==> src/sec_pkg.sv <==
// constants, pin bundle and state type of the serial eeprom host controller
package sec_pkg;

   // ------------------------------------------------------------------
   // timing
   // ------------------------------------------------------------------
   localparam int CLK_PERIOD_NS = 10;
   // shortest sck high or low phase of the slow supply grade
   localparam int SCK_HALF_NS   = 75;
   localparam int SCK_HALF_CYC  =
      (SCK_HALF_NS + CLK_PERIOD_NS - 1) / CLK_PERIOD_NS;
   localparam int T_PWRUP_MS    = 1;
   localparam int PWRUP_CYC     = T_PWRUP_MS * 1000000 / CLK_PERIOD_NS;
   localparam int T_WC_MS       = 5;
   localparam int WC_CYC        = T_WC_MS * 1000000 / CLK_PERIOD_NS;
   localparam int TIMER_W       = 20;
   localparam int FRAME_W       = 32;

   // ------------------------------------------------------------------
   // instruction codes
   // ------------------------------------------------------------------
   localparam logic [7:0] CMD_SET_WRITE_ENABLE   = 8'h06;
   localparam logic [7:0] CMD_CLEAR_WRITE_ENABLE = 8'h04;
   localparam logic [7:0] CMD_READ_STATUS        = 8'h05;
   localparam logic [7:0] CMD_WRITE_STATUS       = 8'h01;
   localparam logic [7:0] CMD_READ_MEMORY        = 8'h03;
   localparam logic [7:0] CMD_WRITE_MEMORY       = 8'h02;

   // ------------------------------------------------------------------
   // register map, byte addresses
   // ------------------------------------------------------------------
   localparam logic [7:0] REG_CMD    = 8'h00;
   localparam logic [7:0] REG_ADDR   = 8'h04;
   localparam logic [7:0] REG_WDATA  = 8'h08;
   localparam logic [7:0] REG_CTRL   = 8'h0c;
   localparam logic [7:0] REG_STATUS = 8'h10;
   localparam logic [7:0] REG_RDATA  = 8'h14;

   localparam int CTRL_WP_N_BIT  = 0;
   localparam int CTRL_PAUSE_BIT = 1;
   localparam logic [1:0] CTRL_RESET = 2'h1;

   localparam int STAT_BUSY_BIT    = 0;
   localparam int STAT_PWR_BIT     = 1;
   localparam int STAT_WAIT_BIT    = 2;
   localparam int STAT_REFUSED_BIT = 3;
   localparam int STAT_WEN_BIT     = 4;

   // ------------------------------------------------------------------
   // types
   // ------------------------------------------------------------------
   typedef struct packed {
      logic cs_n;
      logic sck;
      logic si;
      logic hold_n;
      logic wp_n;
   } sec_pins_t;

   typedef enum logic [2:0] {
      ST_IDLE, ST_SETUP, ST_HIGH, ST_LOW, ST_PAUSE, ST_CSHOLD, ST_GAP
   } sec_state_t;

endpackage

==> src/sec_host.sv <==
// host controller that drives a serial eeprom over its spi pins
//
// Decided for this implementation: the plain strobed port and the register addresses.
`timescale 1ns/1ps

// Functional notes
// - host frames each transaction with cs edges
// - host toggles pause only with sck low
// - read: opcode, address, then clock data out
// - host sets write enable before writing
// - host waits 5 ms after write frame
// - host waits 1 ms after power up
module sec_host #(
   parameter int unsigned PWRUP_CYCLES = sec_pkg::PWRUP_CYC,
   parameter int unsigned WC_CYCLES    = sec_pkg::WC_CYC,
   parameter int unsigned SCK_HALF     = sec_pkg::SCK_HALF_CYC
) (
   // clock, reset, enable
   input  wire logic              clk,
   input  wire logic              reset,
   input  wire logic              ce,
   // register port
   input  wire logic [7:0]        reg_addr,
   input  wire logic [31:0]       reg_wdata,
   input  wire logic              reg_wr,
   input  wire logic              reg_rd,
   output logic      [31:0]       reg_rdata,
   // device pins
   output sec_pkg::sec_pins_t     pins,
   input  wire logic              so
);

   // ------------------------------------------------------------------
   // helpers
   // ------------------------------------------------------------------
   function automatic logic is_known(input logic [7:0] op);
      is_known = (op == sec_pkg::CMD_SET_WRITE_ENABLE)   ||
                 (op == sec_pkg::CMD_CLEAR_WRITE_ENABLE) ||
                 (op == sec_pkg::CMD_READ_STATUS)        ||
                 (op == sec_pkg::CMD_WRITE_STATUS)       ||
                 (op == sec_pkg::CMD_READ_MEMORY)        ||
                 (op == sec_pkg::CMD_WRITE_MEMORY);
   endfunction

   function automatic logic is_write(input logic [7:0] op);
      is_write = (op == sec_pkg::CMD_WRITE_STATUS) ||
                 (op == sec_pkg::CMD_WRITE_MEMORY);
   endfunction

   localparam logic [7:0] HALF_M1 = 8'(SCK_HALF - 1);

   sec_pkg::sec_state_t             state_reg;
   logic [7:0]                      div_reg;
   logic [sec_pkg::FRAME_W-1:0]     tx_reg;
   logic [7:0]                      rx_reg;
   logic [5:0]                      bitcnt_reg;
   logic                            cs_n_reg;
   logic                            sck_reg;
   logic                            hold_n_reg;
   logic [7:0]                      cur_op_reg;
   logic [7:0]                      op_reg;
   logic [15:0]                     addr_reg;
   logic [7:0]                      wdata_reg;
   logic [1:0]                      ctrl_reg;
   logic                            refused_reg;
   logic                            write_enable_latch_bit_reg;
   logic [sec_pkg::TIMER_W-1:0]     pwr_cnt_reg;
   logic [sec_pkg::TIMER_W-1:0]     wc_cnt_reg;
   logic [2:0]                      so_ff;
   logic                            so_s;
   logic                            div_zero;
   logic                            pwr_done;
   logic                            write_wait;
   logic                            cmd_wr;
   logic                            accept;
   logic                            cs_rise;
   logic                            pause_req;
   logic [7:0]                      new_op;

   assign div_zero   = (div_reg == 8'h00);
   assign pwr_done   = (pwr_cnt_reg == '0);
   assign write_wait = (wc_cnt_reg != '0);
   assign pause_req  = ctrl_reg[sec_pkg::CTRL_PAUSE_BIT];
   assign new_op     = reg_wdata[7:0];
   assign cmd_wr     = reg_wr && (reg_addr == sec_pkg::REG_CMD);
   assign cs_rise    = (state_reg == sec_pkg::ST_CSHOLD) && div_zero;

   // refuse anything the device would drop as unknown, early, busy or write disabled, or that breaks host duties
   assign accept = cmd_wr && (state_reg == sec_pkg::ST_IDLE) &&
      pwr_done &&
      is_known(new_op) &&
      (!write_wait || new_op == sec_pkg::CMD_READ_STATUS) &&
      (!is_write(new_op) || write_enable_latch_bit_reg);

   // ------------------------------------------------------------------
   // serial output synchroniser
   // ------------------------------------------------------------------
   always_ff @(posedge clk or posedge reset) begin
      if (reset) begin
         so_ff <= 3'h0;
         so_s  <= 1'b0;
      end else if (ce) begin
         so_ff <= {so_ff[1:0], so};
         if (so_ff[1] == so_ff[2]) begin
            so_s <= so_ff[2];
         end
      end
   end

   // ------------------------------------------------------------------
   // half-period divider
   // ------------------------------------------------------------------
   always_ff @(posedge clk or posedge reset) begin
      if (reset) begin
         div_reg <= 8'h00;
      end else if (ce) begin
         if (state_reg == sec_pkg::ST_IDLE || div_zero) begin
            div_reg <= HALF_M1;
         end else begin
            div_reg <= div_reg - 8'h01;
         end
      end
   end

   // ------------------------------------------------------------------
   // frame engine, mode 0: sck idles low
   // ------------------------------------------------------------------
   always_ff @(posedge clk or posedge reset) begin
      if (reset) begin
         state_reg  <= sec_pkg::ST_IDLE;
         tx_reg     <= '0;
         rx_reg     <= 8'h00;
         bitcnt_reg <= 6'h00;
         cs_n_reg   <= 1'b1;
         sck_reg    <= 1'b0;
         hold_n_reg <= 1'b1;
         cur_op_reg <= 8'h00;
      end else if (ce) begin
         unique case (state_reg)
            sec_pkg::ST_IDLE: begin
               if (accept) begin
                  cur_op_reg <= new_op;
                  cs_n_reg   <= 1'b0;
                  state_reg  <= sec_pkg::ST_SETUP;
                  // opcode first, then address or data on one line
                  if (new_op == sec_pkg::CMD_READ_MEMORY ||
                      new_op == sec_pkg::CMD_WRITE_MEMORY) begin
                     tx_reg     <= {new_op, addr_reg, wdata_reg};
                     bitcnt_reg <= 6'h20;
                  end else if (new_op == sec_pkg::CMD_READ_STATUS ||
                               new_op == sec_pkg::CMD_WRITE_STATUS) begin
                     tx_reg     <= {new_op, wdata_reg, 16'h0000};
                     bitcnt_reg <= 6'h10;
                  end else begin
                     tx_reg     <= {new_op, 24'h000000};
                     bitcnt_reg <= 6'h08;
                  end
               end
            end
            sec_pkg::ST_SETUP: begin
               if (div_zero) begin
                  sck_reg    <= 1'b1;
                  rx_reg     <= {rx_reg[6:0], so_s};
                  bitcnt_reg <= bitcnt_reg - 6'h01;
                  state_reg  <= sec_pkg::ST_HIGH;
               end
            end
            sec_pkg::ST_HIGH: begin
               if (div_zero) begin
                  sck_reg <= 1'b0;
                  if (bitcnt_reg == 6'h00) begin
                     state_reg <= sec_pkg::ST_CSHOLD;
                  end else begin
                     // new si bit well before the next rising edge
                     tx_reg    <= {tx_reg[sec_pkg::FRAME_W-2:0], 1'b0};
                     state_reg <= sec_pkg::ST_LOW;
                  end
               end
            end
            sec_pkg::ST_LOW: begin
               if (div_zero) begin
                  if (pause_req) begin
                     hold_n_reg <= 1'b0;
                     state_reg  <= sec_pkg::ST_PAUSE;
                  end else begin
                     sck_reg    <= 1'b1;
                     rx_reg     <= {rx_reg[6:0], so_s};
                     bitcnt_reg <= bitcnt_reg - 6'h01;
                     state_reg  <= sec_pkg::ST_HIGH;
                  end
               end
            end
            sec_pkg::ST_PAUSE: begin
               // frame position is kept, so nothing is resent
               if (div_zero && !pause_req) begin
                  hold_n_reg <= 1'b1;
                  state_reg  <= sec_pkg::ST_LOW;
               end
            end
            sec_pkg::ST_CSHOLD: begin
               if (div_zero) begin
                  cs_n_reg  <= 1'b1;
                  state_reg <= sec_pkg::ST_GAP;
               end
            end
            sec_pkg::ST_GAP: begin
               if (div_zero) begin
                  state_reg <= sec_pkg::ST_IDLE;
               end
            end
         endcase
      end
   end

   // ------------------------------------------------------------------
   // power-up and write-cycle timers
   // ------------------------------------------------------------------
   always_ff @(posedge clk or posedge reset) begin
      if (reset) begin
         pwr_cnt_reg <= sec_pkg::TIMER_W'(PWRUP_CYCLES);
         wc_cnt_reg  <= '0;
      end else if (ce) begin
         if (!pwr_done) begin
            pwr_cnt_reg <= pwr_cnt_reg - 1'b1;
         end
         if (cs_rise && is_write(cur_op_reg)) begin
            wc_cnt_reg <= sec_pkg::TIMER_W'(WC_CYCLES);
         end else if (write_wait) begin
            wc_cnt_reg <= wc_cnt_reg - 1'b1;
         end
      end
   end

   // ------------------------------------------------------------------
   // host copy of the device write enable latch
   // ------------------------------------------------------------------
   always_ff @(posedge clk or posedge reset) begin
      if (reset) begin
         write_enable_latch_bit_reg <= 1'b0;
      end else if (ce && cs_rise) begin
         if (cur_op_reg == sec_pkg::CMD_SET_WRITE_ENABLE) begin
            write_enable_latch_bit_reg <= 1'b1;
         end else if (cur_op_reg == sec_pkg::CMD_CLEAR_WRITE_ENABLE ||
                      is_write(cur_op_reg)) begin
            // cs rise after a write frame clears the copy, as the device clears its latch for each write it accepts
            write_enable_latch_bit_reg <= 1'b0;
         end
      end
   end

   // ------------------------------------------------------------------
   // software registers
   // ------------------------------------------------------------------
   always_ff @(posedge clk or posedge reset) begin
      if (reset) begin
         op_reg    <= 8'h00;
         addr_reg  <= 16'h0000;
         wdata_reg <= 8'h00;
         ctrl_reg  <= sec_pkg::CTRL_RESET;
      end else if (ce && reg_wr) begin
         unique case (reg_addr)
            sec_pkg::REG_CMD:   op_reg    <= new_op;
            sec_pkg::REG_ADDR:  addr_reg  <= reg_wdata[15:0];
            sec_pkg::REG_WDATA: wdata_reg <= reg_wdata[7:0];
            sec_pkg::REG_CTRL:  ctrl_reg  <= reg_wdata[1:0];
            default: begin
            end
         endcase
      end
   end

   // refusal flag: a new refusal beats a clear in the same cycle
   always_ff @(posedge clk or posedge reset) begin
      if (reset) begin
         refused_reg <= 1'b0;
      end else if (ce) begin
         if (cmd_wr && !accept) begin
            refused_reg <= 1'b1;
         end else if (reg_wr && reg_addr == sec_pkg::REG_STATUS &&
                      reg_wdata[sec_pkg::STAT_REFUSED_BIT]) begin
            refused_reg <= 1'b0;
         end
      end
   end

   always_ff @(posedge clk or posedge reset) begin
      if (reset) begin
         reg_rdata <= 32'h00000000;
      end else if (ce) begin
         reg_rdata <= 32'h00000000;
         if (reg_rd) begin
            unique case (reg_addr)
               sec_pkg::REG_CMD:   reg_rdata <= {24'h000000, op_reg};
               sec_pkg::REG_ADDR:  reg_rdata <= {16'h0000, addr_reg};
               sec_pkg::REG_WDATA: reg_rdata <= {24'h000000, wdata_reg};
               sec_pkg::REG_CTRL:  reg_rdata <= {30'h00000000, ctrl_reg};
               sec_pkg::REG_STATUS: begin
                  reg_rdata <= {27'h0000000, write_enable_latch_bit_reg,
                     refused_reg, write_wait, pwr_done,
                     state_reg != sec_pkg::ST_IDLE};
               end
               sec_pkg::REG_RDATA: reg_rdata <= {24'h000000, rx_reg};
               default:            reg_rdata <= 32'h00000000;
            endcase
         end
      end
   end

   always_comb begin
      pins.cs_n   = cs_n_reg;
      pins.sck    = sck_reg;
      pins.si     = tx_reg[sec_pkg::FRAME_W-1];
      pins.hold_n = hold_n_reg;
      pins.wp_n   = ctrl_reg[sec_pkg::CTRL_WP_N_BIT];
   end

   // ------------------------------------------------------------------
   // assertions
   // ------------------------------------------------------------------
   property p_cs_edges;
      @(posedge clk) disable iff (reset)
      ($fell(pins.cs_n) || $rose(pins.cs_n)) |-> !pins.sck;
   endproperty
   a_cs_edges: assert property (p_cs_edges)
      else $error("chip select moved while sck high");

   property p_hold_change;
      @(posedge clk) disable iff (reset)
      $changed(pins.hold_n) |-> !pins.sck && !pins.cs_n;
   endproperty
   a_hold_change: assert property (p_hold_change)
      else $error("pause pin moved while sck high");

   property p_pause_still;
      @(posedge clk) disable iff (reset)
      (!pins.hold_n && !$past(pins.hold_n)) |->
         $stable(pins.sck) && $stable(pins.si) && !pins.cs_n;
   endproperty
   a_pause_still: assert property (p_pause_still)
      else $error("bus moved during pause");

   property p_pwrup;
      @(posedge clk) disable iff (reset)
      !pwr_done |-> pins.cs_n;
   endproperty
   a_pwrup: assert property (p_pwrup)
      else $error("frame started before power-up wait");

   property p_busy_only_status;
      @(posedge clk) disable iff (reset)
      ($fell(pins.cs_n) && write_wait) |->
         cur_op_reg == sec_pkg::CMD_READ_STATUS;
   endproperty
   a_busy_only_status: assert property (p_busy_only_status)
      else $error("non status command during write cycle");

   property p_wc_load;
      @(posedge clk) disable iff (reset)
      (ce && cs_rise && is_write(cur_op_reg)) |=>
         wc_cnt_reg == sec_pkg::TIMER_W'(WC_CYCLES) && pins.cs_n;
   endproperty
   a_wc_load: assert property (p_wc_load)
      else $error("write cycle wait not started at cs rise");

   property p_enable_first;
      @(posedge clk) disable iff (reset)
      ($fell(pins.cs_n) && is_write(cur_op_reg)) |->
         write_enable_latch_bit_reg;
   endproperty
   a_enable_first: assert property (p_enable_first)
      else $error("write sent without write enable");

   property p_read_frame;
      @(posedge clk) disable iff (reset)
      ($fell(pins.cs_n) && cur_op_reg == sec_pkg::CMD_READ_MEMORY) |->
         bitcnt_reg == 6'h20 && tx_reg[31:24] == cur_op_reg;
   endproperty
   a_read_frame: assert property (p_read_frame)
      else $error("memory read frame has wrong length");

   property p_sck_high;
      @(posedge clk) disable iff (reset)
      $rose(pins.sck) |-> pins.sck[*8];
   endproperty
   a_sck_high: assert property (p_sck_high)
      else $error("sck high phase too short");

   property p_rdata;
      @(posedge clk) disable iff (reset)
      (ce && reg_rd && reg_addr == sec_pkg::REG_RDATA) |=>
         reg_rdata == {24'h000000, $past(rx_reg)};
   endproperty
   a_rdata: assert property (p_rdata)
      else $error("received byte not returned");

endmodule

==> config.mk <==
export PLATFORM = sky130hd
export DESIGN_NAME = sec_host
export DESIGN_NICKNAME = d
export VERILOG_FILES = /design/src/sec_pkg.sv /design/src/sec_host.sv
export SDC_FILE = /design/constraint.sdc
export NUM_CORES = 1
export LEC_CHECK = 0
export ABC_AREA = 1
export CORE_UTILIZATION = 30
export DETAILED_ROUTE_END_ITERATION = 16
export DONT_BUFFER_PORTS = 1
export GPL_ROUTABILITY_DRIVEN = 1
export MAX_ROUTING_LAYER = met4
export SETUP_SLACK_MARGIN = 0.2
export SLEW_MARGIN = 20
export SYNTH_ARGS = -nofsm -noshare
export SYNTH_HDL_FRONTEND = slang
export SYNTH_SLANG_ARGS = --single-unit
==> constraint.sdc <==
create_clock -name clk -period 9.1 [get_ports clk]
set_input_delay 1.82 -clock clk [delete_from_list [all_inputs] [get_ports clk]]
set_output_delay 1.82 -clock clk [all_outputs]
set_load 0.005 [all_outputs]
[Yosys cells after proc, flatten, opt, wreduce, memory -nomap -nowiden]
Index checks and enable logic that the tools add are counted.
Storage, ports and cells
  register bits after elaboration: 180
  input bits: 46
  output and inout bits: 37
  word-level logic and storage cells: 168
Operators by class
  $add $sub $neg: 4
  equality and inequality tests: 32
  mux-type cells: 47
  bitwise gates (word level): 1
  reduce and logical (&&, ||, !) cells: 64
Operator list (count)
  $mux 32: 3
  $pmux 16 s6: 1
  $pmux 32 s2: 1
  $eq 8x3->1 const B: 6
  $mux 24: 2
  $mux 20: 2
  $sub 20x1->20 const B: 2
  $mux 8: 4
  $mux 6: 5
  $mux 3: 9
  $eq 8x2->1 const B: 3
  $pmux 3 s7: 1
  $logic_not 20->1: 1
  $ne 2x2->1 const B: 10
  $reduce_bool 20->1: 1
  $pmux 6 s3: 1
  $reduce_and 2->1: 9
  $eq 8x1->1 const B: 2
  $eq 8x4->1 const B: 2
  $eq 8x5->1 const B: 2
  $logic_not 8->1: 2
  $mux 16: 1
  $pmux 8 s2: 1
  $reduce_and 5->1: 3
  22 further kinds: 74

[Depth between registers and ports, before layout]
  depth after elaboration: 13
  depth in mapped cells: 14
  gate-level depth less buffers: 12

[Worst setup path before layout]
Ideal clock, no wire load.
  kind: input-to-reg
  from: input reg_addr[5]
  to: register tx_reg[3] in the netlist's numbering
  setup time: 0.117 ns
  arrival time: 3.045 ns
  required time: 8.983 ns
  path slack: 5.937 ns
  cell stages on the path: 12
  buffers on the path: 2
  cell sequence: nor2_1 nand3_1 nor2_1 nand2_1 nor3_2 nand2_2 nand2_2 nand2_2 buf_6 buf_6 o21ai_1 inv_1
On the way
  word-level cells in the longest chain between the ends: 9
Ends and longest elaborated chain
  from (decl): RTL line sec_host.sv:23  | input wire logic [7:0] reg_addr,
  $logic_not 8->1: RTL line sec_host.sv:85  | assign cmd_wr = reg_wr && (reg_addr == sec_pkg::REG_CMD);
  $logic_and 1x1->1: RTL line sec_host.sv:85
  $logic_and 1x1->1 (2 in a row): RTL line sec_host.sv:89  | assign accept = cmd_wr && (state_reg == sec_pkg::ST_IDLE) &&
  $logic_and 1x1->1: RTL line sec_host.sv:90  | pwr_done &&
  $logic_and 1x1->1: RTL line sec_host.sv:91  | is_known(new_op) &&
  $logic_and 1x1->1: RTL line sec_host.sv:92  | (!write_wait || new_op == sec_pkg::CMD_READ_STATUS) &&
  $ne 2x2->1 (no line)
  $reduce_and 5->1 (no line)
  to (signal assigned): RTL line sec_host.sv:148  | tx_reg <= {new_op, addr_reg, wdata_reg};
  to (signal assigned): RTL line sec_host.sv:152  | tx_reg <= {new_op, wdata_reg, 16'h0000};
  to (signal assigned): RTL line sec_host.sv:155  | tx_reg <= {new_op, 24'h000000};
  to (decl): RTL line sec_host.sv:54  | logic [sec_pkg::FRAME_W-1:0] tx_reg;
Every way passes these cells.
A chain may end at the register's enable or synchronous reset.

[Final worst setup path]
  from: input reg_addr[1]
  to: register tx_reg[1] in the netlist's numbering
Same word-level chain as after synthesis.

==> flow_summary.yaml <==
status:
  run_status: "finished, final reports clean"
timing:
  whs_ns: 0.475
  fin_setup_tns_ns: 0
  finalHoldViolCount: 0
  rsz0062_at_grt: "no"
  worst_pin_slew_ns: 0.999
  skew_ns: 0.0143
  final.setup.worst_slack_ns: 4.74
  timing.max_slew.rel_slack: 0.332
  slew_violations: 0
  period_needed_ns: 4.36
  max_freq_ghz: 0.229
  fin_crit_sh: 0.479
  finalSetupViolCount: 0
logic_synthesis:
  synth_top_area_share: 0.450
  syn_inst: 1099
  seq_area_frac_synth: 0.477
  yosysMostFrequentCell: "nand2_1"
  synth-seq-cells: 164
  async_flop_share: 1.00
  ys_top_cells_by_area: "dfrtp_1 45%, nand2_1 13%, inv_1 6.2%"
  ys_warn_count: 0
  avgSynthCellArea_um2: 7.85
  synth_edf_count: 0
  yosysTopAreaCell: "dfrtp_1"
  netlist_area_um2: 8630
  yosysUniqueCellTypes: 47
  ys.flop_type: "dfrtp_1"
  synthTopCellsByCount: "290 x nand2_1, 155 x dfrtp_1, 143 x inv_1"
setup_path:
  path_cells: "nor2_1 > nand2_1 > nor2_1 > nand2_1 > nor3_2 > nand2_2 > nand2_2 > nand2_2 > o21ai_0 > inv_1"
  crit_path_end_kind: "flip-flop"
  crit_start: "reg_addr[1]"
  slowest_delay_ns: 0.68
  endpoint: "tx_reg[1]"
  cpMaxStageDelayCell: "nor2_1"
  rrSetupSlack_ns: 6.14
  worst_setup_path_start_kind: "input port"
  crit_required_ns: 9.42
  path_max_fanout: 57
  critPathKind: "in2reg"
  crit_top_cell: "nand2_2"
  critPathArrivalTime_ns: 4.68
  r2r_start: "pwr_cnt_reg[0]"
  worst-r2r-cell-count: 11
  regToRegEndpoint: "tx_reg[1]"
finish:
  fillCellCount: 2940
  finish.utilization: 0.340
  largest_reg_flops: 32
  nNetsFinal: 1141
  drive_above_1_share: 0.0799
  register_area_um2: 4120
  area_delta_synth_final_pct: 10.5
  multi_input_area_um2: 3700
die:
  pin_count: 83
  core_um2: 28000
  rows: 61
  start_util: 0.308
  fp.dieW_um: 172
  die_area_um2: 29400
  die_height_um: 172
worst_hold_path:
  hold_class: "reg2reg"
  worst_hold_path.num_cells: 2
grt:
  grt_first_pass_wirelength_um: 33600
  grt_use_total: 0.151
  use_met3: 0.0405
  grt.met1_usage: 0.188
  grt_max_degree: 74
  overflow: 0
  top_usage_layer: "met2"
  grt_antenna_before_repair: 1
  grtUsageMet2: 0.240
  first_global_vias: 6369
detailed_routing:
  via_per_inst: 4.65
  drt_wl_total_um: 20600
  drcViolationCount: 0
  wire_per_inst_um: 13.9
  dr.pass1.iters: 5
  antenna_left: 0
  drt-initial-drc-count: 465
  routed-via-count: 6878
clock_network:
  cts_num_sinks: 164
  postCtsSetupBuffers: 0
  postCtsHoldBufs: 0
  cts_max_path_buffers: 2
  clkSlewWorstSetupHoldPaths_ns: 0.07
  ctsHtreeMaxLevel: 4
  cts_tree: "built"
  clk_latency_ns: 0.44
  cts_buffers: 17
  postCtsResizedCells: 0
  clockRootBuffer: "clkbuf_16"
job:
  maxCapViolations: 0
pwr:
  ir_drop_v: 0.000138
  p_per_area_nw_per_um2: 219
  leakage_nw: 4.54
placement:
  gp_congestion: 0.849
  dp_slack_ns: 4.28
  hpwl_um: 14600
  io_buffers: 0
## critical path: cells and delay by family
family / cells / cell delay (ns)
AO/OA/AOI/OAI: 1 / 0.39
buffers and inverters: 1 / 0.07
AND/OR/NAND/NOR: 8 / 2.37
## logic make-up after synthesis
kind of cell	Yosys count	synth area share
AOI/OAI and AO/OA	182	0.119
xor gates and xnor gates	37	0.0376
adders and majority gates	7	0.0102
buffers and inverters	199	0.101
DFF	164	0.477
muxes	8	0.0103
other	1	0.000435
and+or+nand+nor	501	0.244
## cell type report
cell class                 count  area share
antenna                        1    0.000263
clock buffer                  18      0.0461
clock inverter                14      0.0219
tap                          378      0.0496
inverter                     150      0.0596
timing repair buffer           4     0.00315
multi-input combinational    751       0.388
sequential                   164       0.432
## worst min-delay path by stage
stage	from	to	slack, ns
after global placement	tx_reg[26]	tx_reg[26]	0.45
after detailed placement	tx_reg[24]	tx_reg[24]	0.46
after floorplan	pwr_cnt_reg[19]	pwr_cnt_reg[19]	0.44
after global routing	pwr_cnt_reg[19]	pwr_cnt_reg[19]	0.50
after CTS	tx_reg[28]	tx_reg[28]	0.48
final	tx_reg[28]	tx_reg[28]	0.48
## cell usage in the layout (no fill, tap or decap), types with 3 or more instances in the layout
cell type	netlist	routed
nand2_1	290	290
dfrtp_1	155	155
inv_1	143	142
nor2_1	105	105
o21ai_0	96	96
nand3_1	47	47
xor2_1	30	30
o21ai_1	28	28
clkbuf_16	0	17
conb_1	1	16
nor2_2	15	15
o22ai_1	15	15
a21oi_1	15	15
nor3_1	11	11
nor4_1	9	9
dfstp_2	9	9
nand4_1	8	8
a32o_1	8	8
o211ai_1	7	7
inv_6	0	7
mux2_2	7	7
xnor2_1	7	7
ha_1	7	7
inv_2	5	5
nand2_2	4	4
buf_4	22	4
bufinv_16	0	3
inv_8	0	3
## stage by stage
| step | cells | area (um^2) | power [W] |
|---|---|---|---|
| floorplan | 1114 | 8680 | 0.00122 |
| CTS | 1479 | 9530 | 0.00211 |
| detailed placement | 1447 | 8880 | 0.00131 |
| global route | 1480 | 9530 | 0.00221 |
| global placement | 1447 | 8880 | 0.00130 |
| finish | 1480 | 9530 | 0.00209 |
## per-layer routing
metal	routed length [um]	vias up
met5	0	-
met4	378	0
met3	1130	26
met2	9780	149
met1	9310	3247
li1	-	3456
## report_power, final
group / internal (W) / switching, W / total [W] / leakage (nW)
clock: 0.000455 / 0.000342 / 0.000798 / 0.318
combinational: 0.000142 / 0.000250 / 0.000392 / 2.22
sequential: 0.000815 / 0.0000849 / 0.000900 / 2.01
(Power assumes the default switching activity.)
